File: config.mk
export PLATFORM = sky130hd
export DESIGN_NAME = scd_top
export DESIGN_NICKNAME = d
export VERILOG_FILES = /design/src/hdl/scd_pkg.sv /design/src/hdl/scd_top.sv /design/src/hdl/scd_mem.sv
export VERILOG_INCLUDE_DIRS = /design/src /design/src/hdl
export SDC_FILE = /design/constraint.sdc
export NUM_CORES = 2
export LEC_CHECK = 0
export BUFFER_PORTS_ARGS = -buffer_cell sky130_fd_sc_hd__buf_4
export CAP_MARGIN = 10
export CORE_AREA = 2 2 291 293
export CTS_CLUSTER_SIZE = 8
export DETAILED_ROUTE_END_ITERATION = 7
export DIE_AREA = 0 0 293 295
export PLACE_DENSITY_LB_ADDON = 0.25
export SLEW_MARGIN = 0
export SYNTH_ARGS = -nofsm -noshare
export SYNTH_HDL_FRONTEND = slang
export SYNTH_SLANG_ARGS = --single-unit
File: constraint.sdc
create_clock -name clk -period 4.6 [get_ports clk]
set_input_delay 0.23 -clock clk [delete_from_list [all_inputs] [get_ports clk]]
set_output_delay 0.23 -clock clk [all_outputs]
set_load 0.01 [all_outputs]
File: src/hdl/scd_cfg.svh
`ifndef SCD_CFG_SVH
`define SCD_CFG_SVH
`define SCD_CLK_HZ 20000000
`define SCD_TICK_US 250
`define SCD_TICK_CYC ((`SCD_CLK_HZ / 1000000) * `SCD_TICK_US)
`define SCD_FIFO_DEPTH 9
`define SCD_NCH 32
`define SCD_VALID_BIT 7
`define SCD_SIG6_MASK 8'hFC
`define SCD_CI_MASK 8'h3C
`define SCD_ACC_CYC 2
`endif

File: src/hdl/scd_pkg.sv
package scd_pkg;
  typedef enum logic [1:0] {SCD_CI4, SCD_SIG6, SCD_SIG8} scd_mode_e;
  // One upstream sample from the serial side
  typedef struct packed {
    logic valid;
    logic [4:0] chan;
    logic [7:0] data;
  } scd_rx_s;
  // Software memory access request
  typedef struct packed {
    logic go;
    logic rd;
    logic odd;
    logic [4:0] chan;
    logic [7:0] data;
  } scd_acc_s;
  typedef enum logic [1:0] {SCD_IDLE, SCD_BUSY, SCD_DONE} scd_acc_state_e;
endpackage

File: src/hdl/scd_top.sv
`timescale 1ns/1ns
`include "scd_cfg.svh"
module scd_top #(
  parameter int NCH = `SCD_NCH,
  parameter int TICK_CYC = `SCD_TICK_CYC
) (
  // Clock and reset
  input wire logic clk,
  input wire logic rst,
  // Configuration
  input wire scd_pkg::scd_mode_e mode,
  input wire logic iface_active,
  input wire logic fixed_sample_rate_sel,
  input wire logic [6:0] timer_period_value,
  input wire logic timer_start,
  input wire logic fifo_reset,
  // Frame strobe and received samples (same clock domain)
  input wire logic frame_sync,
  input wire scd_pkg::scd_rx_s rx,
  // Software memory access
  input wire scd_pkg::scd_acc_s acc,
  output logic memory_access_active,
  output logic [7:0] memory_data_reg,
  // Downstream odd-slot transmit lookup
  input wire logic [4:0] tx_chan,
  output logic [7:0] tx_data,
  // Change FIFO and timer status
  input wire logic fifo_rd,
  output logic [7:0] fifo_entry,
  output logic signaling_change_irq,
  output logic timer_active
);
  localparam int CNT_W = $clog2(TICK_CYC + 1);
  logic [7:0] actual_q [NCH];
  logic [7:0] stable_q [NCH];
  logic [7:0] last_q [NCH];
  logic [7:0] fifo_q [`SCD_FIFO_DEPTH];
  logic [3:0] cnt_q;
  logic [3:0] rp_q;
  logic [3:0] wp_q;
  logic [CNT_W-1:0] tick_q;
  logic [6:0] per_q;
  logic timer_active_q;
  logic sample_en;
  logic [7:0] val;
  logic full;
  logic is_ci;
  logic ci_chg;
  logic sig_chg;
  logic push;
  logic pop;
  logic [7:0] new_entry;
  logic [1:0] acc_cnt_q;
  logic [7:0] dn_rdata;
  scd_pkg::scd_acc_state_e acc_q;

  function automatic logic [3:0] ptr_inc(input logic [3:0] p);
    ptr_inc = (p == 4'(`SCD_FIFO_DEPTH - 1)) ? 4'h0 : p + 4'h1;
  endfunction

  assign is_ci = (mode == scd_pkg::SCD_CI4);
  assign full = (cnt_q == 4'(`SCD_FIFO_DEPTH));
  // Mask the value to its significant field
  always_comb begin
    unique case (mode)
      scd_pkg::SCD_CI4: val = rx.data & `SCD_CI_MASK;
      scd_pkg::SCD_SIG6: val = rx.data & `SCD_SIG6_MASK;
      default: val = rx.data;
    endcase
  end

  // Timer: period (1+value)*250us, started by command
  always_ff @(posedge clk) begin
    if (rst) begin
      timer_active_q <= 1'b0;
      tick_q <= '0;
      per_q <= 7'h00;
    end else begin
      if (timer_start) begin
        timer_active_q <= 1'b1;
        tick_q <= '0;
        per_q <= 7'h00;
      end else if (timer_active_q) begin
        if (tick_q == CNT_W'(TICK_CYC - 1)) begin
          tick_q <= '0;
          per_q <= (per_q == timer_period_value) ? 7'h00 : per_q + 7'h01;
        end else begin
          tick_q <= tick_q + 1'b1;
        end
      end
    end
  end
  assign timer_active = timer_active_q;

  logic period_tick;
  assign period_tick = timer_active_q && tick_q == CNT_W'(TICK_CYC - 1)
                       && per_q == timer_period_value;
  logic sample_window_q;
  // Timer tick arms next frame of samples for the timer-defined rate
  always_ff @(posedge clk) begin
    if (rst) begin
      sample_window_q <= 1'b0;
    end else if (period_tick) begin
      sample_window_q <= 1'b1;
    end else if (frame_sync) begin
      sample_window_q <= 1'b0;
    end
  end
  logic frame_window_q;
  always_ff @(posedge clk) begin
    if (rst) begin
      frame_window_q <= 1'b0;
    end else if (frame_sync) begin
      frame_window_q <= sample_window_q;
    end
  end
  // C/I sampled each frame while iface_active is high; SIG per selected rate
  assign sample_en = rx.valid && iface_active
    && (is_ci || fixed_sample_rate_sel || frame_window_q);

  assign ci_chg = sample_en && is_ci && val != actual_q[rx.chan];
  assign sig_chg = sample_en && !is_ci && val == last_q[rx.chan]
                   && val != stable_q[rx.chan];
  // Change blocked while full: C/I actual and SIG stable values untouched, source retries later
  assign push = (ci_chg || sig_chg) && !full;
  assign pop = fifo_rd && cnt_q != 4'h0;
  // Even address for C/I, odd address for a stable SIG value
  assign new_entry = {1'b1, 1'b0, rx.chan, ~is_ci};

  // Upstream actual/last/stable values
  always_ff @(posedge clk) begin
    if (sample_en && !(full && ci_chg)) begin
      actual_q[rx.chan] <= val;
      last_q[rx.chan] <= val;
    end
    if (push && !is_ci) begin
      stable_q[rx.chan] <= val;
    end
    if (acc.go && !acc.rd && acc_q == scd_pkg::SCD_IDLE) begin
      if (acc.odd) begin
        stable_q[acc.chan] <= acc.data;
      end else begin
        actual_q[acc.chan] <= acc.data;
        last_q[acc.chan] <= acc.data;
      end
    end
  end

  // Change address FIFO; a change in the reset cycle survives it
  always_ff @(posedge clk) begin
    if (rst) begin
      cnt_q <= 4'h0;
      rp_q <= 4'h0;
      wp_q <= 4'h0;
    end else if (fifo_reset) begin
      cnt_q <= 4'(push);
      rp_q <= 4'h0;
      wp_q <= push ? 4'h1 : 4'h0;
      if (push) begin
        fifo_q[0] <= new_entry;
      end
    end else begin
      if (push) begin
        fifo_q[wp_q] <= new_entry;
        wp_q <= ptr_inc(wp_q);
      end
      if (pop) begin
        rp_q <= ptr_inc(rp_q);
      end
      cnt_q <= cnt_q + 4'(push) - 4'(pop);
    end
  end
  assign fifo_entry = (cnt_q != 4'h0) ? fifo_q[rp_q] : 8'h00;
  assign signaling_change_irq = (cnt_q != 4'h0);

  // Downstream store: even slot value is sent in odd slot
  scd_mem #(.WIDTH(8), .DEPTH(NCH), .AW(5)) u_dn (
    .clk(clk),
    .we(acc.go && !acc.rd && !acc.odd && acc_q == scd_pkg::SCD_IDLE
        && acc.data[`SCD_VALID_BIT] == 1'b0),
    .waddr(acc.chan),
    .wdata(acc.data),
    .raddr(tx_chan),
    .rdata(dn_rdata)
  );
  assign tx_data = dn_rdata;

  // Software read: data loaded on the edge that raises the busy flag
  always_ff @(posedge clk) begin
    if (rst) begin
      acc_q <= scd_pkg::SCD_IDLE;
      acc_cnt_q <= 2'h0;
      memory_data_reg <= 8'h00;
    end else begin
      unique case (acc_q)
        scd_pkg::SCD_IDLE: if (acc.go && acc.rd) begin
          acc_q <= scd_pkg::SCD_BUSY;
          acc_cnt_q <= 2'h0;
          memory_data_reg <= acc.odd ? stable_q[acc.chan]
                                     : actual_q[acc.chan];
        end
        scd_pkg::SCD_BUSY: begin
          acc_cnt_q <= acc_cnt_q + 2'h1;
          if (acc_cnt_q == 2'(`SCD_ACC_CYC - 1)) begin
            acc_q <= scd_pkg::SCD_DONE;
          end
        end
        scd_pkg::SCD_DONE: acc_q <= scd_pkg::SCD_IDLE;
      endcase
    end
  end
  assign memory_access_active = (acc_q == scd_pkg::SCD_BUSY);

  chk_fifo_bound: assert property (@(posedge clk)
    disable iff (rst) cnt_q <= 4'(`SCD_FIFO_DEPTH))
    else $error("fifo overfill");
  chk_irq_level: assert property (@(posedge clk)
    disable iff (rst) (signaling_change_irq && !pop && !fifo_reset)
    |=> signaling_change_irq) else $error("irq dropped");
  chk_entry_msb: assert property (@(posedge clk)
    disable iff (rst) push |=> fifo_entry[7]) else $error("entry msb");
  chk_no_inactive: assert property (@(posedge clk)
    disable iff (rst) !iface_active |-> !push) else $error("inactive push");
  chk_push_count: assert property (@(posedge clk)
    disable iff (rst) (push && !pop && !fifo_reset)
    |=> cnt_q == $past(cnt_q) + 4'h1) else $error("count");
  chk_pop_count: assert property (@(posedge clk)
    disable iff (rst) (pop && !push && !fifo_reset)
    |=> cnt_q == $past(cnt_q) - 4'h1) else $error("pop");
  chk_reset_clear: assert property (@(posedge clk)
    disable iff (rst) (fifo_reset && !push) |=> !signaling_change_irq)
    else $error("reset");
  chk_acc_busy: assert property (@(posedge clk)
    disable iff (rst) (acc.go && acc.rd && acc_q == scd_pkg::SCD_IDLE)
    |=> memory_access_active [*2] ##1 !memory_access_active)
    else $error("busy");
  chk_sig_filter: assert property (@(posedge clk)
    disable iff (rst) (push && !is_ci) |-> val == last_q[rx.chan])
    else $error("filt");
  cov_full: cover property (@(posedge clk) full);
  cov_sig: cover property (@(posedge clk) push && !is_ci);
  cov_ci: cover property (@(posedge clk) push && is_ci);
  cov_timer: cover property (@(posedge clk) period_tick);
endmodule

File: src/hdl/scd_mem.sv
`timescale 1ns/1ns
// Small word memory with registered read data
module scd_mem #(
  parameter int WIDTH = 8,
  parameter int DEPTH = 32,
  parameter int AW = 5
) (
  // Clock
  input wire logic clk,
  // Write port
  input wire logic we,
  input wire logic [AW-1:0] waddr,
  input wire logic [WIDTH-1:0] wdata,
  // Read port
  input wire logic [AW-1:0] raddr,
  output logic [WIDTH-1:0] rdata
);
  logic [WIDTH-1:0] mem [DEPTH];
  // Storage write
  always_ff @(posedge clk) begin
    if (we) begin
      mem[waddr] <= wdata;
    end
  end
  // Registered read keeps data output clean
  always_ff @(posedge clk) begin
    rdata <= mem[raddr];
  end
endmodule

After elaboration in Yosys (flattened, before gate mapping) --
Memories as Yosys holds them, arrays and structs flattened. A register that Yosys moved wholly into a read port is not among the register bits. Cells that the tools add are included.
Operators by class: add/subtract/negate cells 7, equal/unequal tests 14, muxes and demuxes 42, bitwise logic cells 2, reduce and logical (&&, ||, !) cells 41
Operators with widths (number):
- $mux W4 | 7
- $mux W1 | 24
- $logic_and A1 B1 Y1 | 20
- $mux W8 | 2
- $ne A8 B8 Y1 | 2
- $pmux W8 S2 | 1
- $add A13 B1 Y13 const B | 1
- $eq A13 B13 Y1 const B | 1
- $mux W13 | 1
- $eq A4 B4 Y1 const B | 3
- $add A4 B1 Y4 const B | 2
- $eq A8 B8 Y1 | 1
- $reduce_and A2 Y1 | 4
- $add A7 B1 Y7 const B | 1
- $eq A7 B7 Y1 | 1
- $mux W7 | 1
- $eq A2 B1 Y1 const B | 3
- $mux W2 | 3
- $mux W6 | 1
- $pmux W2 S3 | 1
- $reduce_bool A2 Y1 | 3
- $reduce_or A6 Y1 | 1
- $logic_not A1 Y1 | 5
- $add A4 B1 Y4 | 1
- 10 further kinds | 16
Storage, ports and cells: register bits 47, memory bits (writable) 1078, word-level logic and storage cells 123, memories 5
Memory list:
- actual_q | depth 32, width 8, rd ports 2, clocked after Yosys merged registers in 0, wr ports 2, line scd_top.sv:34 | logic [7:0] actual_q [NCH];
- last_q | depth 32, width 8, rd ports 1, clocked after Yosys merged registers in 0, wr ports 2, line scd_top.sv:36 | logic [7:0] last_q [NCH];
- stable_q | depth 32, width 8, rd ports 2, clocked after Yosys merged registers in 0, wr ports 2, line scd_top.sv:35 | logic [7:0] stable_q [NCH];
- u_dn.mem | depth 32, width 8, rd ports 1, clocked after Yosys merged registers in 1, wr ports 1, line scd_mem.sv:18 | logic [WIDTH-1:0] mem [DEPTH];
- fifo_q | depth 9, width 6, rd ports 1, clocked after Yosys merged registers in 1, wr ports 1, line scd_top.sv:37 | logic [7:0] fifo_q [`SCD_FIFO_DEPTH];

Longest topological paths before layout --
word-level depth 15, mapped depth 21

By module --
A second synthesis with hierarchy kept.
Unflattened totals: cell total of the unflattened synthesis 3333, area total of the unflattened synthesis 45449.8 sq um
By module, submodules not included:
- scd_top | instances 1, cells an instance 2916, area each 35396.4 sq um, seq. area each 18017.3 sq um
- scd_mem | instances 1, cells an instance 417, area each 10053.4 sq um, seq. area each 7847.5 sq um

Worst setup path before layout --
No wires, ideal clock.
kind input -> register, from input port rx[9] in the netlist's numbering, to register cnt_q[1], data arrival time 3.978 ns, required time 4.485 ns, path slack 0.507 ns, stages on the path 19, path buffers 6, cell sequence buf_6 > buf_6 > buf_6 > buf_2 > buf_4 > mux2i_1 > o22ai_1 > nor4_1 > nand2_1 > xnor2_1 > nor4_1 > a2111oi_4 > o21ai_4 > buf_4 > ha_1 > inv_1 > ha_1 > fa_1 > and2_1
On the way: longest elaborated chain between the ends 8
Ends and longest elaborated chain:
- start: declaration | line scd_top.sv:19 | input wire scd_pkg::scd_rx_s rx,
- $mem_v2 Z32 W8
- $eq A8 B8 Y1 | line scd_top.sv:122 | assign sig_chg = sample_en && !is_ci && val == last_q[rx.chan]
- $logic_and A1 B1 Y1 | line scd_top.sv:122
- $logic_and A1 B1 Y1 | line scd_top.sv:123 | && val != stable_q[rx.chan];
- $logic_or A1 B1 Y1 (*) | line scd_top.sv:125 | assign push = (ci_chg || sig_chg) && !full;
- $logic_and A1 B1 Y1 (*) | line scd_top.sv:125
- $add A4 B1 Y4 (*) | line scd_top.sv:170 | cnt_q <= cnt_q + 4'(push) - 4'(pop);
- $sub A4 B1 Y4 (*) | line scd_top.sv:170
- end signal: assignment | line scd_top.sv:156 | cnt_q <= 4'(push);
- end signal: assignment | line scd_top.sv:170
- end: declaration | line scd_top.sv:38 | logic [3:0] cnt_q;
Mark *: on every way between the ends. The rest lies on a longest branch, timed or not. A chain may end at the register's enable or synchronous reset.

Worst setup path after layout --
from memory last_q[10][6], to register cnt_q[0]
On the way: longest elaborated chain between the ends 9
Ends and longest elaborated chain:
- start: declaration | line scd_top.sv:36
- $mem_v2 Z32 W8 (*)
- $eq A8 B8 Y1 (*) | line scd_top.sv:122
- $logic_and A1 B1 Y1 (*) | line scd_top.sv:122
- $logic_and A1 B1 Y1 (*) | line scd_top.sv:123
- $logic_or A1 B1 Y1 (*) | line scd_top.sv:125
- $logic_and A1 B1 Y1 (*) | line scd_top.sv:125
- $add A4 B1 Y4 | line scd_top.sv:170
- $sub A4 B1 Y4 | line scd_top.sv:170
- $mux W1 (*) | line scd_top.sv:155 | end else if (fifo_reset) begin
Marks and branches as above.

==> reports/qor.txt <==
Status = finished, final reports clean
RSZ-0062 raised after global routing = false
Post-synth top area share = 0.543
Vias in the first global route = 31,500
Post-synth ARST share = 0
Critical path type = register to register
CTS Sinks = 881
Post-DP HPWL = 109 mm
Setup WS post-layout = 212 ps
Final core occ = 0.620
Die width = 293 µm
Crit path launch = last_q[10][6]$_DFFE_PP_
Main synth FF type = edfxtp_1
Static leakage = 17.9 nW
Setup Skew = 80.7 ps
Worst Max-Slew Pin Slew = 1110 ps
Detail-routed via count per cell = 6.82
Largest regs = last_q (256), stable_q (256), u_dn.mem (256)
Total wire length = 160 mm
R2R depth = 14
Via Count = 33,300
Synthesis-stage register bit count = 881
Final Instance Count excl. Fillers = 4,891
Initial antenna violation count = 4
Final setup fails = 0
Finished Cell Area = 51,600 µm²
Max-cap violations = 0
Worst Setup Slack post-DPL = 117 ps
Worst Hold Launch = acc[4]
Crit path DAT = 5000 ps
CTS Buf Count = 121
Syn Inst Count = 3,622
Pin count of the biggest net entering global routing = 68
Crit end category = register
Worst r2r src = last_q[10][6]$_DFFE_PP_
Largest cells by area after synthesis = edfxtp_1 (54%), mux4_2 (11%), mux2i_1 (6.1%)
Nets = 3,802
Total global-route track usage = 0.371
Root buf cell = clkbuf_16
Worst slew margin = 0.260
TritonCTS clock tree = yes
Setup_tns = 0 ps
Final hold violations = 0
Synth warn = 0
Die Y-Extent = 295 µm
Worst Hold Class = input pin to register
Die area = 86,400 µm²
Most area-hungry cell type in the Yosys netlist = edfxtp_1
Mapped Nets = 3,690
Post-Syn Area per Cell = 12.6 µm²
Total power = 19.0 mW
WL per Instance = 32.8 µm
Synthesis-to-finish area growth = 13.5%
Period utilization = 0.954
Pins Over Slew Limit = 0
Commonest non-fill, non-tap cell in the layout = edfxtp_1
Most frequent cells in the layout = edfxtp_1 (822), nand2_1 (737), buf_4 (308)
H-Tree Depth = 3
IO Pins = 79
Final Critical Period = 4390 ps
Hold depth = 1
CTS clk-pin slew, worst paths = 60 ps
Internal reg-to-reg setup slack = 210 ps
Placer Congestion = 1.06
Max Fanout on Critical Path = 2
I/O Buffers = 77
Sequential fraction of the synthesis area = 0.569
Setup crit end = cnt_q[0]$_SDFF_PP0_
Synthesized area = 45,500 µm²
Share of layout cells above drive strength 1 = 0.225
Antenna viol nets, final = 0
Deepest clock path buffer count = 3
Placed Area = 48,000 µm²
DR pass1 iterations = 8
Post-synth cell types = 69
Worst setup SP type = register
Cell Rows = 106
Placed cell count = 4,681
Core ar. = 83,200 µm²
Fin Hold WS = 58.6 ps
RR Endpoint = cnt_q[0]$_SDFF_PP0_
PD cells = 369 nW/µm²
EDFF count, synth = 822
Initial core utilization = 0.547
Setup bufs post-CTS = 0
Worst-Skew Late Latency = 750 ps
Drc violations = 0
FMAX = 228 MHz
Maximum VDD drop = 0.000344 V
First-pass GRT wire length = 229 mm
Worst Path Required = 5220 ps
Drt initial violations = 5,278
GRT overflow = 0
-- metal layers --
| metal | share of wire | vias to the layer above | track usage | wire length [µm] |
|---|---|---|---|---|
| met5 | 0.00022 | - | 0 | 35 |
| met4 | 0.042 | 4 | 0.137 | 6760 |
| met3 | 0.14 | 428 | 0.113 | 21900 |
| met2 | 0.44 | 2488 | 0.551 | 70700 |
| met1 | 0.38 | 16600 | 0.519 | 61000 |
| li1 | - | 13900 | - | - |
-- worst min-delay path by stage --
stage	end	slack (ps)
floorplan	cnt_q[0]$_SDFF_PP0_	330
global placement	timer_active$_SDFFE_PP0P_	450
detailed placement	timer_active$_SDFFE_PP0P_	450
CTS	acc_q[0]$_SDFFE_PP0P_	20
global route	u_dn.mem[4][7]$_DFFE_PP_	50
finish	u_dn.mem[0][4]$_DFFE_PP_	60
-- critical path, stage by stage (launching register included) --
cell and delay, ps:
edfxtp_1 480, mux2i_2 270, o22ai_1 160, or4_1 610, o21ai_0 200, nand4b_1 180, or4_4 640, a2111oi_4 300
o21ai_4 100, ha_1 290, inv_1 40, ha_1 260, nor2_1 40, a211oi_1 190, dlygate4sd3_1 570
-- cells in the mapped netlist (all sizes together) (8+ instances only) --
cell      n
a21oi    43
or3      10
o32ai     9
inv      34
nand3b    8
ha       15
dfxtp    59
o22ai   140
xor2     22
edfxtp  822
mux2    149
mux2i   278
mux4    226
a22oi    16
buf     109
o21ai   306
nor3     17
xnor2    11
nand2   741
nor2    178
clkbuf  237
nand3    22
nor4     39
o31ai    24
-- cell families after synthesis --
| group | synth area share |
|---|---|
| other cells | 0.0000825 |
| compound gates | 0.0742 |
| xor+xnor | 0.00636 |
| buf+inv | 0.0357 |
| fa+ha+maj | 0.00457 |
| simple gates | 0.100 |
| flops | 0.569 |
| mux | 0.210 |
-- power by group --
part,switching (mW),internal [mW],total [mW]
registers,0.0354,8.82,8.86
clock network,3.48,4.87,8.35
logic,1.15,0.673,1.82
total,4.67,14.4,19.0
-- area by class of cell --
type | count | area, µm²
Inverter | 34 | 128
Multi-Input combinational cell | 2361 | 18000
Timing Repair Buffer | 335 | 2730
Sequential cell | 881 | 25900
Antenna cell | 1 | 2.50
Clock inverter | 10 | 216
Clock buffer | 189 | 3290
Tap cell | 1080 | 1350
Fill cell | 6275 | 31600
-- what timing repair did --
action | CTS | global route
hold buffers | 10 | 0
endpoints found under the setup margin | 0 | 1
gates resized for setup | 0 | 5
endpoints found under the hold margin | 35 | 0
(Power assumes the default switching activity.)
